<file path="config.mk">
export PLATFORM = sky130hd
export DESIGN_NAME = lctp_timer
export DESIGN_NICKNAME = d
export VERILOG_FILES = /design/src/rtl/lctp_pkg.sv /design/src/rtl/lctp_timer.sv
export SDC_FILE = /design/constraint.sdc
export NUM_CORES = 1
export LEC_CHECK = 0
export ABC_AREA = 1
export BUFFER_PORTS_ARGS = -buffer_cell sky130_fd_sc_hd__buf_2
export CAP_MARGIN = 40
export CORE_AREA = 2 2 97 145
export CTS_BUF_LIST = sky130_fd_sc_hd__clkbuf_16
export CTS_CLUSTER_SIZE = 40
export DETAILED_ROUTE_END_ITERATION = 6
export DIE_AREA = 0 0 99 147
export MAX_ROUTING_LAYER = met4
export PLACE_DENSITY = 0.72
export SKIP_LAST_GASP = 1
export SLEW_MARGIN = 0
export SYNTH_ARGS = -nofsm -noshare
export SYNTH_HDL_FRONTEND = slang
export SYNTH_SLANG_ARGS = --single-unit
</file>
<file path="constraint.sdc">
create_clock -name clk_i -period 3.34 [get_ports clk_i]
set_input_delay 0.668 -clock clk_i [delete_from_list [all_inputs] [get_ports clk_i]]
set_output_delay 0.668 -clock clk_i [all_outputs]
set_load 0.01 [all_outputs]
</file>
<file path="src/rtl/lctp_pkg.sv">
/*
 * Constants for the compatibility timer/PWM: register offsets, field
 * positions, reset values and clock-select codes.
 * Assumes a 32-bit classic Wishbone slave with byte addresses.
 */
package lctp_pkg;
    // clock rates
    localparam int CPU_CLK_HZ = 100_000_000;
    localparam int FAST_CLK_HZ = 25_600_000;

    // fuse code that selects the compatibility mode
    localparam logic [3:0] COMPAT_FUSE_CODE = 4'h3;

    // register byte offsets
    localparam logic [7:0] OFF_CTRL = 8'h00;
    localparam logic [7:0] OFF_GCTRL = 8'h04;
    localparam logic [7:0] OFF_CMP_A = 8'h08;
    localparam logic [7:0] OFF_TOP = 8'h0C;
    localparam logic [7:0] OFF_COUNT = 8'h10;
    localparam logic [7:0] OFF_FLAG = 8'h14;
    localparam logic [7:0] OFF_MASK = 8'h18;
    localparam logic [7:0] OFF_STATUS = 8'h1C;

    // timer_control_reg fields
    localparam int CTRL_PWM_A_BIT = 6;
    localparam int CTRL_MODE_LSB = 4;
    localparam int CTRL_CS_LSB = 0;

    // general_timer_control_reg fields
    localparam int GCTRL_FORCE_A_BIT = 2;
    localparam int GCTRL_PSR_BIT = 1;
    localparam logic [7:0] GCTRL_READ_MASK = 8'hF9;

    // flag and mask fields
    localparam int FLAG_CMP_A_BIT = 6;
    localparam int FLAG_OVF_BIT = 2;
    localparam logic [7:0] FLAG_READ_MASK = 8'h44;

    // reset values
    localparam logic [7:0] CTRL_RESET = 8'h00;
    localparam logic [7:0] TOP_RESET = 8'hFF;
    localparam logic [7:0] BYTE_ZERO = 8'h00;
    localparam logic [7:0] BYTE_FULL = 8'hFF;

    // clock_select_field codes
    localparam logic [3:0] CS_STOP = 4'h0;
    localparam logic [3:0] CS_FAST_FIRST = 4'h1;
    localparam logic [3:0] CS_FAST_LAST = 4'h4;
    localparam logic [3:0] CS_CPU_FIRST = 4'h5;

    // output_mode_field codes
    localparam logic [1:0] MODE_OFF = 2'h0;
    localparam logic [1:0] MODE_TOGGLE = 2'h1;
    localparam logic [1:0] MODE_CLEAR = 2'h2;
    localparam logic [1:0] MODE_SET = 2'h3;
endpackage

</file>
<file path="src/rtl/lctp_timer.sv">
/*
 * Compatibility-mode 8-bit timer/counter with prescaler and PWM on
 * compare A, reached over a classic Wishbone slave.
 * Assumes the fast peripheral clock arrives as a plain level input and
 * that the fuse code is stable while reset is asserted.
 */
// Decided for this implementation: the register addresses and register access over Wishbone.
`timescale 1ns/1ps
`default_nettype none

module lctp_timer (
    // clock and reset
    input wire logic clk_i,
    input wire logic rst_i,
    // wishbone slave
    input wire logic wb_cyc_i,
    input wire logic wb_stb_i,
    input wire logic wb_we_i,
    input wire logic [7:0] wb_adr_i,
    input wire logic [3:0] wb_sel_i,
    input wire logic [31:0] wb_dat_i,
    output logic wb_ack_o,
    output logic [31:0] wb_dat_o,
    // straps and core signals
    input wire logic [3:0] clock_source_fuses_i,
    input wire logic fast_peripheral_timebase_i,
    input wire logic global_int_enable_i,
    // pin and requests
    output logic compare_output_pin_o,
    output logic compare_output_pin_oe_o,
    output logic compare_a_irq_o,
    output logic overflow_irq_o,
    output logic compat_mode_o
);

    ////////////////////////////////////////////////////////////////////
    // tick selection

    function automatic logic sel_tick(input logic [3:0] cs,
                                      input logic [9:0] cpu_ch,
                                      input logic [2:0] fast_ch,
                                      input logic fast_edge);
        logic [9:0] cmask;
        logic [2:0] fmask;
        logic [3:0] k;
        cmask = 10'h000;
        fmask = 3'h0;
        k = 4'h0;
        sel_tick = 1'b0;
        if (cs >= lctp_pkg::CS_CPU_FIRST) begin
            k = cs - lctp_pkg::CS_CPU_FIRST;
            cmask = 10'((11'h001 << k) - 11'h001);
            sel_tick = &(cpu_ch | ~cmask);
        end else if (cs >= lctp_pkg::CS_FAST_FIRST) begin
            k = cs - lctp_pkg::CS_FAST_FIRST;
            fmask = 3'((4'h1 << k) - 4'h1);
            sel_tick = fast_edge & (&(fast_ch | ~fmask));
        end
    endfunction

    ////////////////////////////////////////////////////////////////////
    // declarations

    logic ack_q;
    logic [31:0] dat_q;
    logic compat_q;
    logic fast_meta_q, fast_sync_q, fast_prev_q;
    logic [9:0] cpu_chain_q;
    logic [2:0] fast_chain_q;
    logic [7:0] ctrl_q, gctrl_q, cmp_buf_q, top_q, mask_q;
    logic [7:0] ctrl_s_q, cmp_buf_s_q, top_s_q;
    logic cnt_wr_q;
    logic [7:0] cnt_wr_data_q;
    logic psr_q, force_q;
    logic [1:0] flag_clr_q;
    logic [7:0] cnt_q, cmp_act_q, cnt_rd_q;
    logic [1:0] flag_q, flag_rd_q;
    logic pin_q, pin_oe_q, cmp_irq_q, ovf_irq_q;

    logic req, wr, fast_edge, tick, pwm, at_top;
    logic ovf_set, cmp_set;
    logic [7:0] cnt_nxt;
    logic [1:0] mode;

    assign req = wb_cyc_i & wb_stb_i & ~ack_q;
    assign wr = req & wb_we_i & wb_sel_i[0];
    assign fast_edge = fast_sync_q & ~fast_prev_q;
    // timer runs only in compat mode
    assign pwm = compat_q & ctrl_s_q[lctp_pkg::CTRL_PWM_A_BIT];
    assign mode = ctrl_s_q[lctp_pkg::CTRL_MODE_LSB +: 2];
    assign tick = compat_q & sel_tick(ctrl_s_q[lctp_pkg::CTRL_CS_LSB +: 4],
                                      cpu_chain_q, fast_chain_q, fast_edge);
    assign at_top = pwm & (cnt_q == top_s_q);
    assign cnt_nxt = at_top ? lctp_pkg::BYTE_ZERO : cnt_q + 8'h01;
    // overflow on FF wrap or top wrap
    assign ovf_set = tick & ((cnt_q == lctp_pkg::BYTE_FULL) | at_top);
    assign cmp_set = tick & (cnt_nxt == cmp_act_q);

    ////////////////////////////////////////////////////////////////////
    // fuse capture and fast clock sampling

    // fuse code taken while reset is held
    always_ff @(posedge clk_i) begin
        if (rst_i) begin
            compat_q <= (clock_source_fuses_i == lctp_pkg::COMPAT_FUSE_CODE);
        end
    end

    // fast clock sampled into the core domain
    always_ff @(posedge clk_i) begin
        if (rst_i) begin
            fast_meta_q <= 1'b0;
            fast_sync_q <= 1'b0;
            fast_prev_q <= 1'b0;
        end else begin
            fast_meta_q <= fast_peripheral_timebase_i;
            fast_sync_q <= fast_meta_q;
            fast_prev_q <= fast_sync_q;
        end
    end

    ////////////////////////////////////////////////////////////////////
    // prescaler chains

    // 10-bit cpu chain and 3-bit fast chain
    always_ff @(posedge clk_i) begin
        if (rst_i || psr_q) begin
            cpu_chain_q <= 10'h000;
            fast_chain_q <= 3'h0;
        end else begin
            cpu_chain_q <= cpu_chain_q + 10'h001;
            if (fast_edge) begin
                fast_chain_q <= fast_chain_q + 3'h1;
            end
        end
    end

    ////////////////////////////////////////////////////////////////////
    // wishbone slave and software registers

    always_ff @(posedge clk_i) begin
        if (rst_i) begin
            ack_q <= 1'b0;
        end else begin
            ack_q <= req;
        end
    end

    always_ff @(posedge clk_i) begin
        if (rst_i) begin
            ctrl_q <= lctp_pkg::CTRL_RESET;
            gctrl_q <= lctp_pkg::BYTE_ZERO;
            cmp_buf_q <= lctp_pkg::BYTE_ZERO;
            top_q <= lctp_pkg::TOP_RESET;
            mask_q <= lctp_pkg::BYTE_ZERO;
        end else if (wr) begin
            unique case (wb_adr_i)
                lctp_pkg::OFF_CTRL: ctrl_q <= wb_dat_i[7:0];
                lctp_pkg::OFF_GCTRL: gctrl_q <= wb_dat_i[7:0];
                lctp_pkg::OFF_CMP_A: cmp_buf_q <= wb_dat_i[7:0];
                lctp_pkg::OFF_TOP: top_q <= wb_dat_i[7:0];
                lctp_pkg::OFF_MASK: mask_q <= wb_dat_i[7:0] &
                                              lctp_pkg::FLAG_READ_MASK;
                default: ;
            endcase
        end
    end

    always_ff @(posedge clk_i) begin
        if (rst_i) begin
            ctrl_s_q <= lctp_pkg::CTRL_RESET;
            cmp_buf_s_q <= lctp_pkg::BYTE_ZERO;
            top_s_q <= lctp_pkg::TOP_RESET;
            cnt_wr_q <= 1'b0;
            cnt_wr_data_q <= lctp_pkg::BYTE_ZERO;
            psr_q <= 1'b0;
            force_q <= 1'b0;
            flag_clr_q <= 2'h0;
        end else begin
            ctrl_s_q <= ctrl_q;
            cmp_buf_s_q <= cmp_buf_q;
            top_s_q <= top_q;
            cnt_wr_q <= wr & (wb_adr_i == lctp_pkg::OFF_COUNT);
            cnt_wr_data_q <= wb_dat_i[7:0];
            psr_q <= wr & (wb_adr_i == lctp_pkg::OFF_GCTRL) &
                     wb_dat_i[lctp_pkg::GCTRL_PSR_BIT];
            force_q <= wr & (wb_adr_i == lctp_pkg::OFF_GCTRL) &
                       wb_dat_i[lctp_pkg::GCTRL_FORCE_A_BIT];
            flag_clr_q <= {2{wr & (wb_adr_i == lctp_pkg::OFF_FLAG)}} &
                          {wb_dat_i[lctp_pkg::FLAG_CMP_A_BIT],
                           wb_dat_i[lctp_pkg::FLAG_OVF_BIT]};
        end
    end

    // read data; every register answers in one cycle, count and flags from one-cycle-old copies
    always_ff @(posedge clk_i) begin
        if (rst_i) begin
            dat_q <= 32'h0000_0000;
        end else if (req) begin
            dat_q <= 32'h0000_0000;
            unique case (wb_adr_i)
                lctp_pkg::OFF_CTRL: dat_q[7:0] <= ctrl_q;
                lctp_pkg::OFF_GCTRL: dat_q[7:0] <= gctrl_q &
                                                   lctp_pkg::GCTRL_READ_MASK;
                lctp_pkg::OFF_CMP_A: dat_q[7:0] <= cmp_buf_q;
                lctp_pkg::OFF_TOP: dat_q[7:0] <= top_q;
                lctp_pkg::OFF_COUNT: dat_q[7:0] <= cnt_rd_q;
                lctp_pkg::OFF_FLAG: begin
                    dat_q[lctp_pkg::FLAG_CMP_A_BIT] <= flag_rd_q[1];
                    dat_q[lctp_pkg::FLAG_OVF_BIT] <= flag_rd_q[0];
                end
                lctp_pkg::OFF_MASK: dat_q[7:0] <= mask_q;
                lctp_pkg::OFF_STATUS: dat_q[0] <= compat_q;
                default: ;
            endcase
        end
    end

    ////////////////////////////////////////////////////////////////////
    // counter and compare

    // no tick while stopped, count held
    always_ff @(posedge clk_i) begin
        if (rst_i) begin
            cnt_q <= lctp_pkg::BYTE_ZERO;
        end else if (cnt_wr_q) begin
            cnt_q <= cnt_wr_data_q;
        end else if (tick) begin
            // clear on the tick after top
            cnt_q <= cnt_nxt;
        end
    end

    always_ff @(posedge clk_i) begin
        if (rst_i) begin
            cmp_act_q <= lctp_pkg::BYTE_ZERO;
        end else if (!pwm || (tick && at_top)) begin
            cmp_act_q <= cmp_buf_s_q;
        end
    end

    // output sync stage for count readback
    always_ff @(posedge clk_i) begin
        if (rst_i) begin
            cnt_rd_q <= lctp_pkg::BYTE_ZERO;
        end else begin
            cnt_rd_q <= cnt_q;
        end
    end

    ////////////////////////////////////////////////////////////////////
    // flags and requests

    // a set in the clearing cycle wins
    always_ff @(posedge clk_i) begin
        if (rst_i) begin
            flag_q <= 2'h0;
            flag_rd_q <= 2'h0;
        end else begin
            flag_q <= (flag_q & ~flag_clr_q) | {cmp_set, ovf_set};
            flag_rd_q <= flag_q;
        end
    end

    always_ff @(posedge clk_i) begin
        if (rst_i) begin
            cmp_irq_q <= 1'b0;
            ovf_irq_q <= 1'b0;
        end else begin
            cmp_irq_q <= flag_q[1] & mask_q[lctp_pkg::FLAG_CMP_A_BIT] &
                         global_int_enable_i;
            ovf_irq_q <= flag_q[0] & mask_q[lctp_pkg::FLAG_OVF_BIT] &
                         global_int_enable_i;
        end
    end

    ////////////////////////////////////////////////////////////////////
    // compare output pin

    always_ff @(posedge clk_i) begin
        if (rst_i) begin
            pin_q <= 1'b0;
            pin_oe_q <= 1'b0;
        end else if (pwm) begin
            // pin connected for modes 10 and 11, and for 01 when compare A is zero or equals top
            pin_oe_q <= mode[1] | ((mode == lctp_pkg::MODE_TOGGLE) &
                        ((cmp_act_q == lctp_pkg::BYTE_ZERO) |
                         (cmp_act_q == top_s_q)));
            if (cmp_act_q == lctp_pkg::BYTE_ZERO) begin
                pin_q <= (mode == lctp_pkg::MODE_SET);
            end else if (cmp_act_q == top_s_q) begin
                pin_q <= (mode != lctp_pkg::MODE_SET);
            end else if (cmp_set) begin
                // match clears in 10, sets in 11
                pin_q <= (mode == lctp_pkg::MODE_SET);
            end else if (tick && cnt_nxt == lctp_pkg::BYTE_ZERO) begin
                // period ends at the wrap to zero
                pin_q <= (mode == lctp_pkg::MODE_CLEAR);
            end
        end else begin
            pin_oe_q <= compat_q & (mode != lctp_pkg::MODE_OFF);
            if (cmp_set || force_q) begin
                unique case (mode)
                    lctp_pkg::MODE_OFF: ;
                    lctp_pkg::MODE_TOGGLE: pin_q <= ~pin_q;
                    lctp_pkg::MODE_CLEAR: pin_q <= 1'b0;
                    lctp_pkg::MODE_SET: pin_q <= 1'b1;
                endcase
            end
        end
    end

    ////////////////////////////////////////////////////////////////////
    // outputs

    assign wb_ack_o = ack_q;
    assign wb_dat_o = dat_q;
    assign compare_output_pin_o = pin_q;
    assign compare_output_pin_oe_o = pin_oe_q;
    assign compare_a_irq_o = cmp_irq_q;
    assign overflow_irq_o = ovf_irq_q;
    assign compat_mode_o = compat_q;

endmodule // lctp_timer

`default_nettype wire

</file>
==> out/metrics.csv <==
stage,metric,value,unit
synth,syn_inst,798,
critical_path,worst-setup-path-type,reg2reg,
placed_design,gp_congestion,0.868,
synth,synth-seq-cells,126,
routing,drt-met1-wl,5650,um
synth,yosys_warnings,0,
cts,h-tree-depth,4,
layout,antennaDiodeCount,0,
grt,grt_overflow,0,
synth,synth-edff-count,1,
timing,post-route-period-util,90.0,%
pwr,seqPwrFrac,43.9,%
timing,clock_skew,12.7,ps
layout,layout-drive-gt1-share,13.2,%
routing,wl_per_cell,14.4,um
floorplan,fp.dieW,99,um
timing,finalHoldViolCount,0,
synth,yosysSeqAreaShare,43.1,%
floorplan,rows,52,
cts,clk_path_buf_depth,2,
synth,async_flop_share,0,%
synth,synth_top_area_share,42.6,%
timing,setup_slack,336,ps
cts,cts_buffers,17,
pwr,power_switching_share,23.5,%
cts,clk_pin_slew_worst_paths,60,ps
cts,cts_setup_buffers,0,
routing,drtAntennaViolNets,0,
timing,finalSetupViolCount,0,
layout,finalInstanceArea,6740,sq um
grt,grt_max_degree,56,
critical_path,arrival,3310,ps
critical_path,critPathCaptureType,flip-flop,
grt,antenna_found_initial,0,
grt,grt_pass1_vias,5126,
routing,drc,0,
floorplan,ioPinCount,93,
timing,worstMarginPinSlew,604,ps
floorplan,start_util,44.0,%
routing,wl_met2,7690,um
critical_path,critPathMaxFanout,13,
pwr,p_leak,2.92,nW
synth,avgSynthCellArea,7.36,sq um
synth,synth_top_flop_cell,dfxtp_1,
pwr,p_sw,819,uW
timing,setup_tns,0,ps
flow_run,cap_violations,0,
placed_design,pre_cts_slack,276,ps
synth,synthTopCellsByCount,"126 x nand2_1, 125 x dfxtp_1, 112 x inv_1",
layout,syn_to_final_growth,14.8,%
layout,fin_cells,1018,
critical_path,cp-start-kind,flip-flop,
run_status,status,"finished, final reports clean",
pwr,ir_drop,0.406,mV
grt,grt_pass1_wl,23900,um
cts,cts_root_buf,clkbuf_16,
grt,grt_use_total,21.5,%
worst_hold_path,hp-class,reg2reg,
pwr,intPower,2.67,mW
floorplan,dieArea,14600,sq um
synth,ys_types,43,
synth,yosysMostFrequentCell,nand2_1,
layout,nets,908,
placed_design,io_buffers,41,
cts,tritoncts,yes,
placed_design,place_area,6150,sq um
cts,clk_latency,420,ps
synth,synth.largest_area_cell,dfxtp_1,
pwr,comb_power_share,3.4,%
routing,wl_met3,701,um
placed_design,post-dp-hpwl,10800,um
floorplan,design.core.area,13300,sq um
critical_path,required,3640,ps
layout,final-seq-area,2530,sq um
timing,relSlewSlack,59.8,%
synth,synthTopCellsByArea,"dfxtp_1 43%, nand2_1 8.1%, inv_1 7.2%, nor2_1 5.9%, a21oi_1 5.0%",
critical_path,r2r_setup_slack,340,ps
layout,fillers,1305,
pwr,p_clk_share,52.7,%
routing,first_iter_violations,319,
floorplan,die-height,147,um
placed_design,dp.cells,986,
timing,period_minus_slack,3000,ps
timing,fmax,333,MHz
layout,multiInputGateArea,2710,sq um
routing,routed_wl,14700,um
cts,cts_sinks,126,
pwr,pwr_density_cell,517,nW/um^2
routing,highest_layer,met4,
routing,vias,5277,
timing,drv_slew,0,
synth,netlist_area,5870,sq um
routing,vias_per_cell,5.18,
timing,grt_setup_unrepaired,no,
routing,firstDrtPassIters,5,
==> critical path: stages (launching register included) <==
cell and delay, ps:
dfxtp_1 410, inv_2 90, ha_1 220, nand2_1 110
nand2_4 90, nor2_2 120, inv_2 70, nor2_4 140
inv_1 90, ha_1 290, nor2_1 40, nor2_1 90
o21ai_1 70, nand3b_1 170, nor2_1 90, nand2_1 80
nand2_2 100, nand4_1 110, nand2_2 140, inv_2 130
o21ai_1 200, a21oi_1 60
==> per-stage QoR <==
| stage | power (mW) | hold WS [ps] | util, % |
|---|---|---|---|
| 3_5_place_dp | 1.68 | 400 | 46.1 |
| 5_1_grt | 3.59 | 412 | 50.5 |
| 4_1_cts | 3.50 | 408 | 50.5 |
| 3_3_place_gp | 1.68 | 395 | 46.1 |
| 6_report | 3.49 | 404 | 50.5 |
| 2_1_floorplan | 1.65 | 388 | - |
==> flip-flops by register name (all words and copies together) (netlist names), 3 cells and up <==
signal	flops
cpu_chain_q	10
cmp_act_q	8
cmp_buf_q	8
cmp_buf_s_q	8
cnt_q	8
cnt_rd_q	8
cnt_wr_data_q	8
ctrl_q	8
top_q	8
top_s_q	8
wb_dat_o	8
ctrl_s_q	7
gctrl_q	6
fast_chain_q	3
==> path summary, 6_finish.rpt <==
path,startpoint,to,depth (start not counted)
max,ctrl_s_q[1]$_SDFF_PP0_,cmp_act_q[6]$_SDFFE_PP0P_,21
min reg2reg,fast_meta_q$_SDFF_PP0_,fast_sync_q$_SDFF_PP0_,2
min,fast_meta_q$_SDFF_PP0_,fast_sync_q$_SDFF_PP0_,2
max reg2reg,ctrl_s_q[1]$_SDFF_PP0_,cmp_act_q[6]$_SDFFE_PP0P_,21
==> layer usage <==
layer | vias up | track usage [%]
met1 | 2430 | 21.4
li1 | 2639 | -
met5 | - | -
met4 | 0 | 12.1
met2 | 165 | 38.1
met3 | 43 | 4.80
==> area by class of cell <==
cell class                      instances  area share, %
Sequential cell                       126           37.6
Inverter                              118           6.57
Clock inverter                         15           2.43
Tap cell                              162           3.01
Multi-Input combinational cell        531           40.2
Clock buffer                           17           6.31
Timing Repair Buffer                   49           3.93
==> timing repair <==
action,in CTS,in global routing
hold buffers,0,0
endpoints found under the hold margin,0,0
gates resized for setup,0,3
setup endpoints to repair,0,14
==> cell families after synthesis <==
kind of cell,Yosys count,share of synthesized area (%)
xor gates and xnor gates,21,3.13
and+or+nand+nor,322,24.1
other,1,0.0639
DFF,126,43.1
AOI/OAI and AO/OA,154,15.2
buffers and inverters,164,12.3
adders and majority gates,10,2.13
==> cell usage in the layout (no fill, tap or decap), types with 3 or more instances in the layout <==
cell / n
buf_4: 8
a31oi_1: 7
o21ai_1: 4
clkinvlp_4: 3
o21ai_0: 49
a221oi_1: 9
nor4_1: 4
nor2_2: 4
inv_6: 3
nand2_2: 10
xnor2_1: 7
xor2_1: 14
o22ai_1: 4
nor2_4: 4
nand4_1: 9
dfxtp_1: 124
nand3_1: 49
o211ai_1: 10
a21oi_1: 59
nand2_1: 126
inv_2: 7
nor3_1: 19
conb_1: 24
clkinv_4: 4
nor2_1: 92
inv_1: 112
buf_2: 41
clkbuf_16: 17
ha_1: 10
==> power groups by stage <==
stage,Combinational [mW],Clock (mW),Sequential [mW]
floorplan,0.0880,0,1.57
global placement,0.116,0,1.56
detailed placement,0.117,0,1.56
CTS,0.118,1.85,1.53
global route,0.133,1.92,1.53
finish,0.118,1.84,1.53
Note: power is estimated with default switching activity, not from simulation.
